**src/rtl/ldr_consts.vh**
```
// Constants for the LED driver configuration register bank.
// Assumes a 10 MHz system clock; included by the register bank and the bench.
`ifndef LDR_CONSTS_VH
`define LDR_CONSTS_VH
// ==================================================
// Bus address and register indices
`define LDR_SLAVE_ADDR 7'h38
`define LDR_REG_SETUP_ONE 8'h00
`define LDR_REG_SETUP_TWO 8'h01
`define LDR_REG_FAULT 8'h02
`define LDR_REG_IDENTITY 8'h03
// ==================================================
// Reset values
`define LDR_SETUP_ONE_RST 8'h86
`define LDR_SETUP_TWO_RST 8'h28
`define LDR_FAULT_CTRL_RST 2'h0
// Arbitrary neutral identity value.
`define LDR_IDENTITY_VAL 8'h5a
// ==================================================
// Field positions
`define LDR_HOT_BIT 7
`define LDR_MODE_HI 6
`define LDR_MODE_LO 5
`define LDR_MIX_TRANSFER_POINT_BIT 4
`define LDR_MIX_OUTPUT_CONFIG_PIN_A_SEL_BIT 3
`define LDR_SMR_HI 2
`define LDR_SMR_LO 1
`define LDR_SJR_BIT 0
`define LDR_PHASE_BIT 7
`define LDR_THR_HI 6
`define LDR_THR_LO 5
`define LDR_FSW_HI 4
`define LDR_FSW_LO 3
`define LDR_CH_HI 2
`define LDR_CH_LO 0
`define LDR_SEN_BIT 7
`define LDR_COMP_SATURATION_TIME_SEL_BIT 6
`define LDR_FLAG_HI 5
// ==================================================
// Timing: fault output release delay
`define LDR_CLK_KHZ 10000
`define LDR_RELEASE_US 750
`define LDR_RELEASE_CYC ((`LDR_RELEASE_US * `LDR_CLK_KHZ) / 1000)
`endif

```
**src/rtl/ldr_config_regs.v**
```verilog
// I2C slave register bank: setup registers, sticky fault flags, identity.
// Assumes SCL and SDA arrive as raw pins and fault detectors are on mclk_in.
`include "ldr_consts.vh"
`timescale 1ns/100ps
`default_nettype none
module ldr_config_regs (
    input wire mclk_in, // 10 MHz system clock
    input wire reset_n_in, // synchronous reset, active low
    input wire scl_in, // I2C clock pin level
    input wire sda_in, // I2C data pin level
    output reg sda_out, // I2C data drive value, always 0
    output reg sda_oe_n_out, // low while pulling SDA low
    input wire [5:0] fault_set_in, // detector pulses, bit order as flags
    input wire [5:0] fault_active_in, // detector condition still present
    input wire mode_pin_float_in, // dimming mode pin floats
    input wire spread_pin_float_in, // spread config pin floats
    input wire config_pin_a_float_in, // frequency pin floats
    input wire thr_pin_float_in, // short threshold pin floats
    input wire phase_pin_in, // phase shift requested by pins
    input wire [1:0] mode_pin_in, // dimming mode from pin
    input wire spread_jitter_pin_in, // jitter range from pin
    input wire [1:0] thr_pin_in, // threshold from pin
    output reg hot_current_reduce_en_out, // hot current reduction enable
    output reg [1:0] dim_mode_out, // dimming mode
    output reg mix_transfer_point_out, // 0 25%, 1 12.5%
    output reg mix_output_config_pin_a_sel_out, // 0 200Hz, 1 23kHz
    output reg [1:0] spread_mod_rate_out, // spread modulation rate
    output reg spread_jitter_range_out, // spread jitter range
    output reg phase_shift_en_out, // phase shifting enable
    output reg [1:0] short_threshold_sel_out, // short threshold code
    output reg [1:0] switch_config_pin_a_sel_out, // switching frequency code
    output reg [2:0] active_channel_count_out, // active channel code
    output reg all_short_protect_en_out, // all-strings short protection
    output reg comp_saturation_time_sel_out, // 0 20ms, 1 40ms
    output reg [5:0] latched_off_out, // latched-off state per flag
    output reg fault_output_pin_out // fault output, low on fault
);
    localparam ST_IDLE = 3'h0;
    localparam ST_ADDR = 3'h1;
    localparam ST_INDEX = 3'h2;
    localparam ST_WDATA = 3'h3;
    localparam ST_RDATA = 3'h4;
    localparam ST_ACK = 3'h5;
    localparam ST_RACK = 3'h6;
    localparam ST_SKIP = 3'h7;
    localparam integer RELEASE_CYC_I = `LDR_RELEASE_CYC;
    localparam [15:0] RELEASE_CYC = RELEASE_CYC_I[15:0];

    wire scl_s;
    wire sda_s;
    wire mode_float_s, spread_float_s, config_pin_a_float_s, thr_float_s;
    wire phase_pin_s, jitter_pin_s;
    wire [1:0] mode_pin_s;
    wire [1:0] thr_pin_s;
    reg scl_d_r;
    reg sda_d_r;
    reg [2:0] state_r;
    reg [2:0] after_ack_r;
    reg [2:0] bit_cnt_r;
    reg [7:0] shift_r;
    reg [7:0] index_r;
    reg [7:0] setup_one_r;
    reg [7:0] setup_two_r;
    reg [1:0] fault_ctrl_r;
    reg [5:0] flags_r;
    reg [15:0] release_cnt_r;
    reg [7:0] rd_byte;
    reg [5:0] rd_clear;

    // ==================================================
    // Pin synchronisers
    ldr_sync2 #(.RST_VAL(1'b1)) u_sync_scl (
        .mclk_in(mclk_in),
        .reset_n_in(reset_n_in),
        .async_in(scl_in),
        .sync_out(scl_s)
    );
    ldr_sync2 #(.RST_VAL(1'b1)) u_sync_sda (
        .mclk_in(mclk_in),
        .reset_n_in(reset_n_in),
        .async_in(sda_in),
        .sync_out(sda_s)
    );
    // Configuration pins are slow levels, but they still pass two flops against metastability.
    ldr_sync2 #(.RST_VAL(1'b1)) u_sync_mfl (
        .mclk_in(mclk_in),
        .reset_n_in(reset_n_in),
        .async_in(mode_pin_float_in),
        .sync_out(mode_float_s)
    );
    ldr_sync2 #(.RST_VAL(1'b1)) u_sync_sfl (
        .mclk_in(mclk_in),
        .reset_n_in(reset_n_in),
        .async_in(spread_pin_float_in),
        .sync_out(spread_float_s)
    );
    ldr_sync2 #(.RST_VAL(1'b1)) u_sync_afl (
        .mclk_in(mclk_in),
        .reset_n_in(reset_n_in),
        .async_in(config_pin_a_float_in),
        .sync_out(config_pin_a_float_s)
    );
    ldr_sync2 #(.RST_VAL(1'b1)) u_sync_tfl (
        .mclk_in(mclk_in),
        .reset_n_in(reset_n_in),
        .async_in(thr_pin_float_in),
        .sync_out(thr_float_s)
    );
    ldr_sync2 #(.RST_VAL(1'b0)) u_sync_ph (
        .mclk_in(mclk_in),
        .reset_n_in(reset_n_in),
        .async_in(phase_pin_in),
        .sync_out(phase_pin_s)
    );
    ldr_sync2 #(.RST_VAL(1'b0)) u_sync_sj (
        .mclk_in(mclk_in),
        .reset_n_in(reset_n_in),
        .async_in(spread_jitter_pin_in),
        .sync_out(jitter_pin_s)
    );
    ldr_sync2 #(.RST_VAL(1'b0)) u_sync_m0 (
        .mclk_in(mclk_in),
        .reset_n_in(reset_n_in),
        .async_in(mode_pin_in[0]),
        .sync_out(mode_pin_s[0])
    );
    ldr_sync2 #(.RST_VAL(1'b0)) u_sync_m1 (
        .mclk_in(mclk_in),
        .reset_n_in(reset_n_in),
        .async_in(mode_pin_in[1]),
        .sync_out(mode_pin_s[1])
    );
    ldr_sync2 #(.RST_VAL(1'b0)) u_sync_t0 (
        .mclk_in(mclk_in),
        .reset_n_in(reset_n_in),
        .async_in(thr_pin_in[0]),
        .sync_out(thr_pin_s[0])
    );
    ldr_sync2 #(.RST_VAL(1'b0)) u_sync_t1 (
        .mclk_in(mclk_in),
        .reset_n_in(reset_n_in),
        .async_in(thr_pin_in[1]),
        .sync_out(thr_pin_s[1])
    );

    wire scl_rise = scl_s & ~scl_d_r;
    wire scl_fall = ~scl_s & scl_d_r;
    wire start_cond = scl_s & scl_d_r & sda_d_r & ~sda_s;
    wire stop_cond = scl_s & scl_d_r & ~sda_d_r & sda_s;

    // ==================================================
    // Read data selection
    always @* begin
        rd_byte = 8'h00;
        case (index_r)
            `LDR_REG_SETUP_ONE: rd_byte = setup_one_r;
            `LDR_REG_SETUP_TWO: rd_byte = setup_two_r;
            `LDR_REG_FAULT: rd_byte = {fault_ctrl_r, flags_r};
            `LDR_REG_IDENTITY: rd_byte = `LDR_IDENTITY_VAL;
            default: rd_byte = 8'h00;
        endcase
    end

    // ==================================================
    // Bus protocol and register writes
    always @(posedge mclk_in) begin
        rd_clear <= 6'h00;
        if (!reset_n_in) begin
            scl_d_r <= 1'b1;
            sda_d_r <= 1'b1;
            state_r <= ST_IDLE;
            after_ack_r <= ST_IDLE;
            bit_cnt_r <= 3'h0;
            shift_r <= 8'h00;
            index_r <= 8'h00;
            sda_out <= 1'b0;
            sda_oe_n_out <= 1'b1;
            setup_one_r <= `LDR_SETUP_ONE_RST;
            setup_two_r <= `LDR_SETUP_TWO_RST;
            fault_ctrl_r <= `LDR_FAULT_CTRL_RST;
        end else begin
            scl_d_r <= scl_s;
            sda_d_r <= sda_s;
            if (start_cond) begin
                state_r <= ST_IDLE;
                bit_cnt_r <= 3'h0;
                sda_oe_n_out <= 1'b1;
            end else if (stop_cond) begin
                state_r <= ST_IDLE;
                sda_oe_n_out <= 1'b1;
            end else begin
                case (state_r)
                    ST_IDLE: begin
                        // A start waits here for its own SCL fall, which must not end a byte.
                        if (scl_fall) begin
                            bit_cnt_r <= 3'h0;
                            state_r <= ST_ADDR;
                        end
                    end
                    ST_ADDR, ST_INDEX, ST_WDATA: begin
                        if (scl_rise) begin
                            shift_r <= {shift_r[6:0], sda_s};
                            bit_cnt_r <= bit_cnt_r + 3'h1;
                        end
                        if (scl_fall && bit_cnt_r == 3'h0) begin
                            // Eighth bit sampled; decide on acknowledge.
                            if (state_r == ST_ADDR) begin
                                if (shift_r[7:1] == `LDR_SLAVE_ADDR) begin
                                    sda_oe_n_out <= 1'b0;
                                    state_r <= ST_ACK;
                                    after_ack_r <= shift_r[0] ? ST_RDATA : ST_INDEX;
                                end else begin
                                    state_r <= ST_SKIP;
                                end
                            end else if (state_r == ST_INDEX) begin
                                index_r <= shift_r;
                                sda_oe_n_out <= 1'b0;
                                state_r <= ST_ACK;
                                after_ack_r <= ST_WDATA;
                            end else begin
                                // Read-only bits and the identity ignore writes.
                                case (index_r)
                                    `LDR_REG_SETUP_ONE: setup_one_r <= shift_r;
                                    `LDR_REG_SETUP_TWO: setup_two_r <= shift_r;
                                    `LDR_REG_FAULT: fault_ctrl_r <= shift_r[7:6];
                                    default: fault_ctrl_r <= fault_ctrl_r;
                                endcase
                                sda_oe_n_out <= 1'b0;
                                state_r <= ST_ACK;
                                after_ack_r <= ST_WDATA;
                            end
                        end
                    end
                    ST_ACK: begin
                        if (scl_fall) begin
                            bit_cnt_r <= 3'h0;
                            state_r <= after_ack_r;
                            if (after_ack_r == ST_RDATA) begin
                                shift_r <= rd_byte;
                                sda_oe_n_out <= rd_byte[7];
                                if (index_r == `LDR_REG_FAULT) begin
                                    rd_clear <= flags_r;
                                end
                            end else begin
                                sda_oe_n_out <= 1'b1;
                            end
                        end
                    end
                    ST_RDATA: begin
                        if (scl_fall) begin
                            bit_cnt_r <= bit_cnt_r + 3'h1;
                            if (bit_cnt_r == 3'h7) begin
                                sda_oe_n_out <= 1'b1;
                                state_r <= ST_RACK;
                            end else begin
                                shift_r <= {shift_r[6:0], 1'b0};
                                sda_oe_n_out <= shift_r[6];
                            end
                        end
                    end
                    ST_RACK: begin
                        // Master nack ends the read; ack repeats the same index.
                        if (scl_rise) begin
                            state_r <= sda_s ? ST_SKIP : ST_ACK;
                            after_ack_r <= ST_RDATA;
                        end
                    end
                    ST_SKIP: state_r <= ST_SKIP;
                    default: state_r <= ST_IDLE;
                endcase
            end
        end
    end

    // ==================================================
    // Sticky fault flags and fault output
    always @(posedge mclk_in) begin
        if (!reset_n_in) begin
            flags_r <= 6'h00;
            latched_off_out <= 6'h00;
            release_cnt_r <= 16'h0000;
            fault_output_pin_out <= 1'b1;
        end else begin
            // A new event in the clearing cycle keeps its flag set.
            flags_r <= (flags_r & ~rd_clear) | fault_set_in;
            latched_off_out <= (latched_off_out & ~rd_clear) | fault_set_in;
            if ((|fault_set_in) || (|fault_active_in) || (|latched_off_out)) begin
                fault_output_pin_out <= 1'b0;
                release_cnt_r <= RELEASE_CYC;
            end else if (release_cnt_r > 16'h0001) begin
                release_cnt_r <= release_cnt_r - 16'h0001;
            end else begin
                release_cnt_r <= 16'h0000;
                fault_output_pin_out <= 1'b1;
            end
        end
    end

    // ==================================================
    // Effective settings: a connected pin wins over the register; the phase pin is ORed with its register bit
    always @(posedge mclk_in) begin
        if (!reset_n_in) begin
            hot_current_reduce_en_out <= 1'b1;
            dim_mode_out <= 2'h0;
            mix_transfer_point_out <= 1'b0;
            mix_output_config_pin_a_sel_out <= 1'b0;
            spread_mod_rate_out <= 2'h3;
            spread_jitter_range_out <= 1'b0;
            phase_shift_en_out <= 1'b0;
            short_threshold_sel_out <= 2'h1;
            switch_config_pin_a_sel_out <= 2'h1;
            active_channel_count_out <= 3'h0;
            all_short_protect_en_out <= 1'b0;
            comp_saturation_time_sel_out <= 1'b0;
        end else begin
            hot_current_reduce_en_out <= setup_one_r[`LDR_HOT_BIT];
            dim_mode_out <= mode_float_s ?
                setup_one_r[`LDR_MODE_HI:`LDR_MODE_LO] : mode_pin_s;
            mix_transfer_point_out <= setup_one_r[`LDR_MIX_TRANSFER_POINT_BIT];
            mix_output_config_pin_a_sel_out <= setup_one_r[`LDR_MIX_OUTPUT_CONFIG_PIN_A_SEL_BIT];
            spread_mod_rate_out <= spread_float_s ?
                setup_one_r[`LDR_SMR_HI:`LDR_SMR_LO] : 2'h1;
            spread_jitter_range_out <= spread_float_s ?
                setup_one_r[`LDR_SJR_BIT] : jitter_pin_s;
            phase_shift_en_out <= setup_two_r[`LDR_PHASE_BIT] | phase_pin_s;
            short_threshold_sel_out <= thr_float_s ?
                setup_two_r[`LDR_THR_HI:`LDR_THR_LO] : thr_pin_s;
            // A driven frequency pin leaves the code at its reset value.
            switch_config_pin_a_sel_out <= config_pin_a_float_s ?
                setup_two_r[`LDR_FSW_HI:`LDR_FSW_LO] : 2'h1;
            active_channel_count_out <= setup_two_r[`LDR_CH_HI:`LDR_CH_LO];
            all_short_protect_en_out <= fault_ctrl_r[1];
            comp_saturation_time_sel_out <= fault_ctrl_r[0];
        end
    end
endmodule
`default_nettype wire

```
**src/rtl/ldr_sync2.v**
```verilog
// Two-flop synchroniser for one pin level.
// Assumes the input is asynchronous to mclk_in.
`timescale 1ns/100ps
`default_nettype none
module ldr_sync2 #(
    parameter RST_VAL = 1'b1
) (
    input wire mclk_in, // system clock
    input wire reset_n_in, // synchronous reset, active low
    input wire async_in, // raw pin level
    output reg sync_out // synchronised level
);
    reg meta_r;
    always @(posedge mclk_in) begin
        if (!reset_n_in) begin
            meta_r <= RST_VAL;
            sync_out <= RST_VAL;
        end else begin
            meta_r <= async_in;
            sync_out <= meta_r;
        end
    end
endmodule
`default_nettype wire

```
**config.mk**
```make
export PLATFORM = sky130hd
export DESIGN_NAME = ldr_config_regs
export DESIGN_NICKNAME = d
export VERILOG_FILES = /design/src/rtl/ldr_config_regs.v /design/src/rtl/ldr_sync2.v
export VERILOG_INCLUDE_DIRS = /design/src /design/src/rtl
export SDC_FILE = /design/constraint.sdc
export NUM_CORES = 1
export LEC_CHECK = 0
export ABC_AREA = 1
export ABC_CLOCK_PERIOD_IN_PS = 2400
export BUFFER_PORTS_ARGS = -buffer_cell sky130_fd_sc_hd__buf_2
export CAP_MARGIN = 30
export CORE_MARGIN = 2
export CORE_UTILIZATION = 40
export DETAILED_ROUTE_END_ITERATION = 8
export REMOVE_ABC_BUFFERS = 1
export SYNTH_ARGS = -nofsm -noshare
export SYNTH_HDL_FRONTEND = slang
export SYNTH_SLANG_ARGS = --single-unit
```
**constraint.sdc**
```tcl
create_clock -name mclk_in -period 2.4 [get_ports mclk_in]
set_clock_uncertainty 0.05 [all_clocks]
set_input_delay 0.72 -clock mclk_in [delete_from_list [all_inputs] [get_ports mclk_in]]
set_output_delay 0.72 -clock mclk_in [all_outputs]
set_load 0.005 [all_outputs]
```
==> impl_metrics.json <==
{
  "worstSetupPathType": "reg2reg",
  "syn_inst": 690,
  "finalCritPeriodShare": 0.772,
  "fin_ws_ns": 0.546,
  "placed_area_um2": 5530,
  "die_h_um": 117,
  "diodes": 0,
  "slew_headroom": 0.663,
  "worst_slew_pin_slew_ns": 0.504,
  "clock-sinks": 123,
  "insertion_delay_ns": 0.41,
  "min_period_ns": 1.85,
  "hpwlAfterDp_um": 8200,
  "outcome": "completed",
  "final_area_um2": 6130,
  "hold_buffers": 0,
  "finalNonFillerCells": 933,
  "cts_htree_levels": 4,
  "hp-class": "reg2reg",
  "synth_warnings": 0,
  "cts-resized-gates": 0,
  "drive_gt1_frac": 0.180,
  "port_buffers": 51,
  "dr.pass1.iters": 5,
  "grt-ovfl-total": 0,
  "pwr-share-seq": 0.408,
  "die_x_um": 117,
  "p_per_area_nw_per_um2": 963,
  "synth_cell_types": 35,
  "cts_tree": "built",
  "mostFrequentLayoutCells": "159 x nand2_1, 123 x dfxtp_1, 87 x nor2_1, 87 x inv_1, 51 x buf_2",
  "clockBufferDepth": 2,
  "dp.cells": 901,
  "worst_setup_path_start_kind": "register",
  "io_pins": 53,
  "async_flop_share": 0,
  "avgSynthCellArea_um2": 7.41,
  "start_util": 0.407,
  "clk_pin_slew_ns": 0.06,
  "die-area_um2": 13700,
  "setup_tns_ns": 0,
  "hold_slack_ns": 0.358,
  "crit_arrival_ns": 2.09,
  "drv_slew": 0,
  "cp.required_ns": 2.64,
  "clock.fmax_mhz": 539,
  "clockRootBuffer": "clkbuf_16",
  "final_nets": 779,
  "first_global_vias": 4187,
  "drc_errors": 0,
  "synthFlopType": "dfxtp_1",
  "grt_setup_unrepaired": "no",
  "synth-edff-count": 0,
  "cp_max_fo": 16,
  "sw_frac_of_total": 0.283,
  "place_congestion": 0.822,
  "antenna_found_initial": 0,
  "vdd_drop_max_uv": 456,
  "switchingPower_mw": 1.67,
  "cap_violations": 0,
  "design.core.area_um2": 12600,
  "std_cell_rows": 41,
  "cts_setup_buffers": 0,
  "grt_pass1_wl_um": 19200,
  "pwr-share-comb": 0.157,
  "initialDrtViolationCount": 216,
  "pre_cts_slack_ns": 0.449,
  "grt_max_degree": 45,
  "setup_violations": 0,
  "pwr-share-clk": 0.435,
  "gr-usage-all-layers": 0.181,
  "synthToLayoutAreaGrowth_pct": 19.9,
  "cp-end-kind": "register",
  "p_leak_nw": 2.90,
  "cts_buffers": 17,
  "internal_power_mw": 4.24,
  "ys_seq_area_frac": 0.482,
  "routed_wl_um": 11400,
  "syn-cell-area_um2": 5110,
  "hold_viol": 0,
  "ys_ff_latch": 123,
  "via_count": 4382,
  "viasPerCell": 4.70,
  "ant_nets": 0,
  "wl_per_cell_um": 12.2,
  "layout_commonest_cell": "nand2_1"
}
-- flip-flops by register name, indices dropped and copies added (netlist names), 3 cells and up --
name / cells
active_channel_count_out: 3
after_ack_r: 3
bit_cnt_r: 3
flags_r: 6
index_r: 8
latched_off_out: 6
rd_clear: 6
release_cnt_r: 16
setup_one_r: 8
setup_two_r: 8
shift_r: 8
state_r: 3
-- per-stage QoR --
step,util,power (mW)
detailed placement,0.440,3.38
floorplan,-,3.09
global placement,0.440,3.36
global route,0.488,6.23
CTS,0.488,5.96
finish,0.488,5.91
-- layout make-up --
class	instances	area, um^2
sequential	123	2460
multi-input combinational	454	2200
tap	172	215
inverter	96	360
fill	1254	6430
timing repair buffer	56	293
clock buffer	19	453
clock inverter	13	149
-- power groups by stage --
stage	logic (mW)	clock network, mW	registers (mW)
final	0.925	2.57	2.41
after CTS	0.930	2.62	2.41
after global placement	0.905	0	2.46
after global routing	1.08	2.72	2.44
after floorplan	0.699	0	2.39
after detailed placement	0.923	0	2.45
-- logic make-up (layout without fill, tap and decap cells) --
group,after synthesis,in the layout,share of synthesized area
other,1,1,0.000733
DFF,123,123,0.482
buffers and inverters,113,184,0.0881
adders and majority gates,5,5,0.0122
and+or+nand+nor,333,333,0.292
xor gates and xnor gates,7,7,0.0120
AOI/OAI and AO/OA,108,108,0.113
-- path summary, 6_finish.rpt --
path | slack, ns | cells past startpoint | from | end
worst max register to register | 0.55 | 8 | index_r[7] | setup_two_r[5]
worst max-delay path | 0.55 | 8 | index_r[7] | setup_two_r[5]
worst min register to register | 0.36 | 1 | u_sync_tfl.meta_r | u_sync_tfl.sync_out
worst min-delay path | 0.36 | 1 | u_sync_tfl.meta_r | u_sync_tfl.sync_out
-- cell usage after synthesis, types with 7 or more instances --
cell,n,area share
a21oi_1,47,0.046
dfxtp_1,123,0.48
or2_2,13,0.016
nor3_1,7,0.0069
nand3_1,34,0.033
nor2_2,8,0.0098
nor2_1,87,0.064
nand2_1,159,0.12
inv_2,9,0.0066
o21ai_1,12,0.012
inv_1,87,0.064
o21ai_0,40,0.039
nor3b_1,7,0.010
-- worst max-delay path, cell delays in order, from the launching register on --
cell and delay (ns):
dfxtp_1 0.31, nor2_1 0.10, nand2_1 0.13, inv_2 0.22, nand2_1 0.19, nor2_1 0.15, nand3_2 0.32, nand2_1 0.18
o211ai_2 0.08
-- per-layer routing --
| metal | up-vias | share of wire | routed length [um] | GRT usage |
|---|---|---|---|---|
| met3 | 21 | 0.034 | 393 | 0.0463 |
| li1 | 2286 | - | - | - |
| met5 | - | 0 | 0 | 0 |
| met4 | 0 | 0.020 | 232 | 0.0816 |
| met2 | 78 | 0.48 | 5530 | 0.295 |
| met1 | 1997 | 0.46 | 5280 | 0.225 |
No activity file was read; power rests on OpenSTA's default activity.
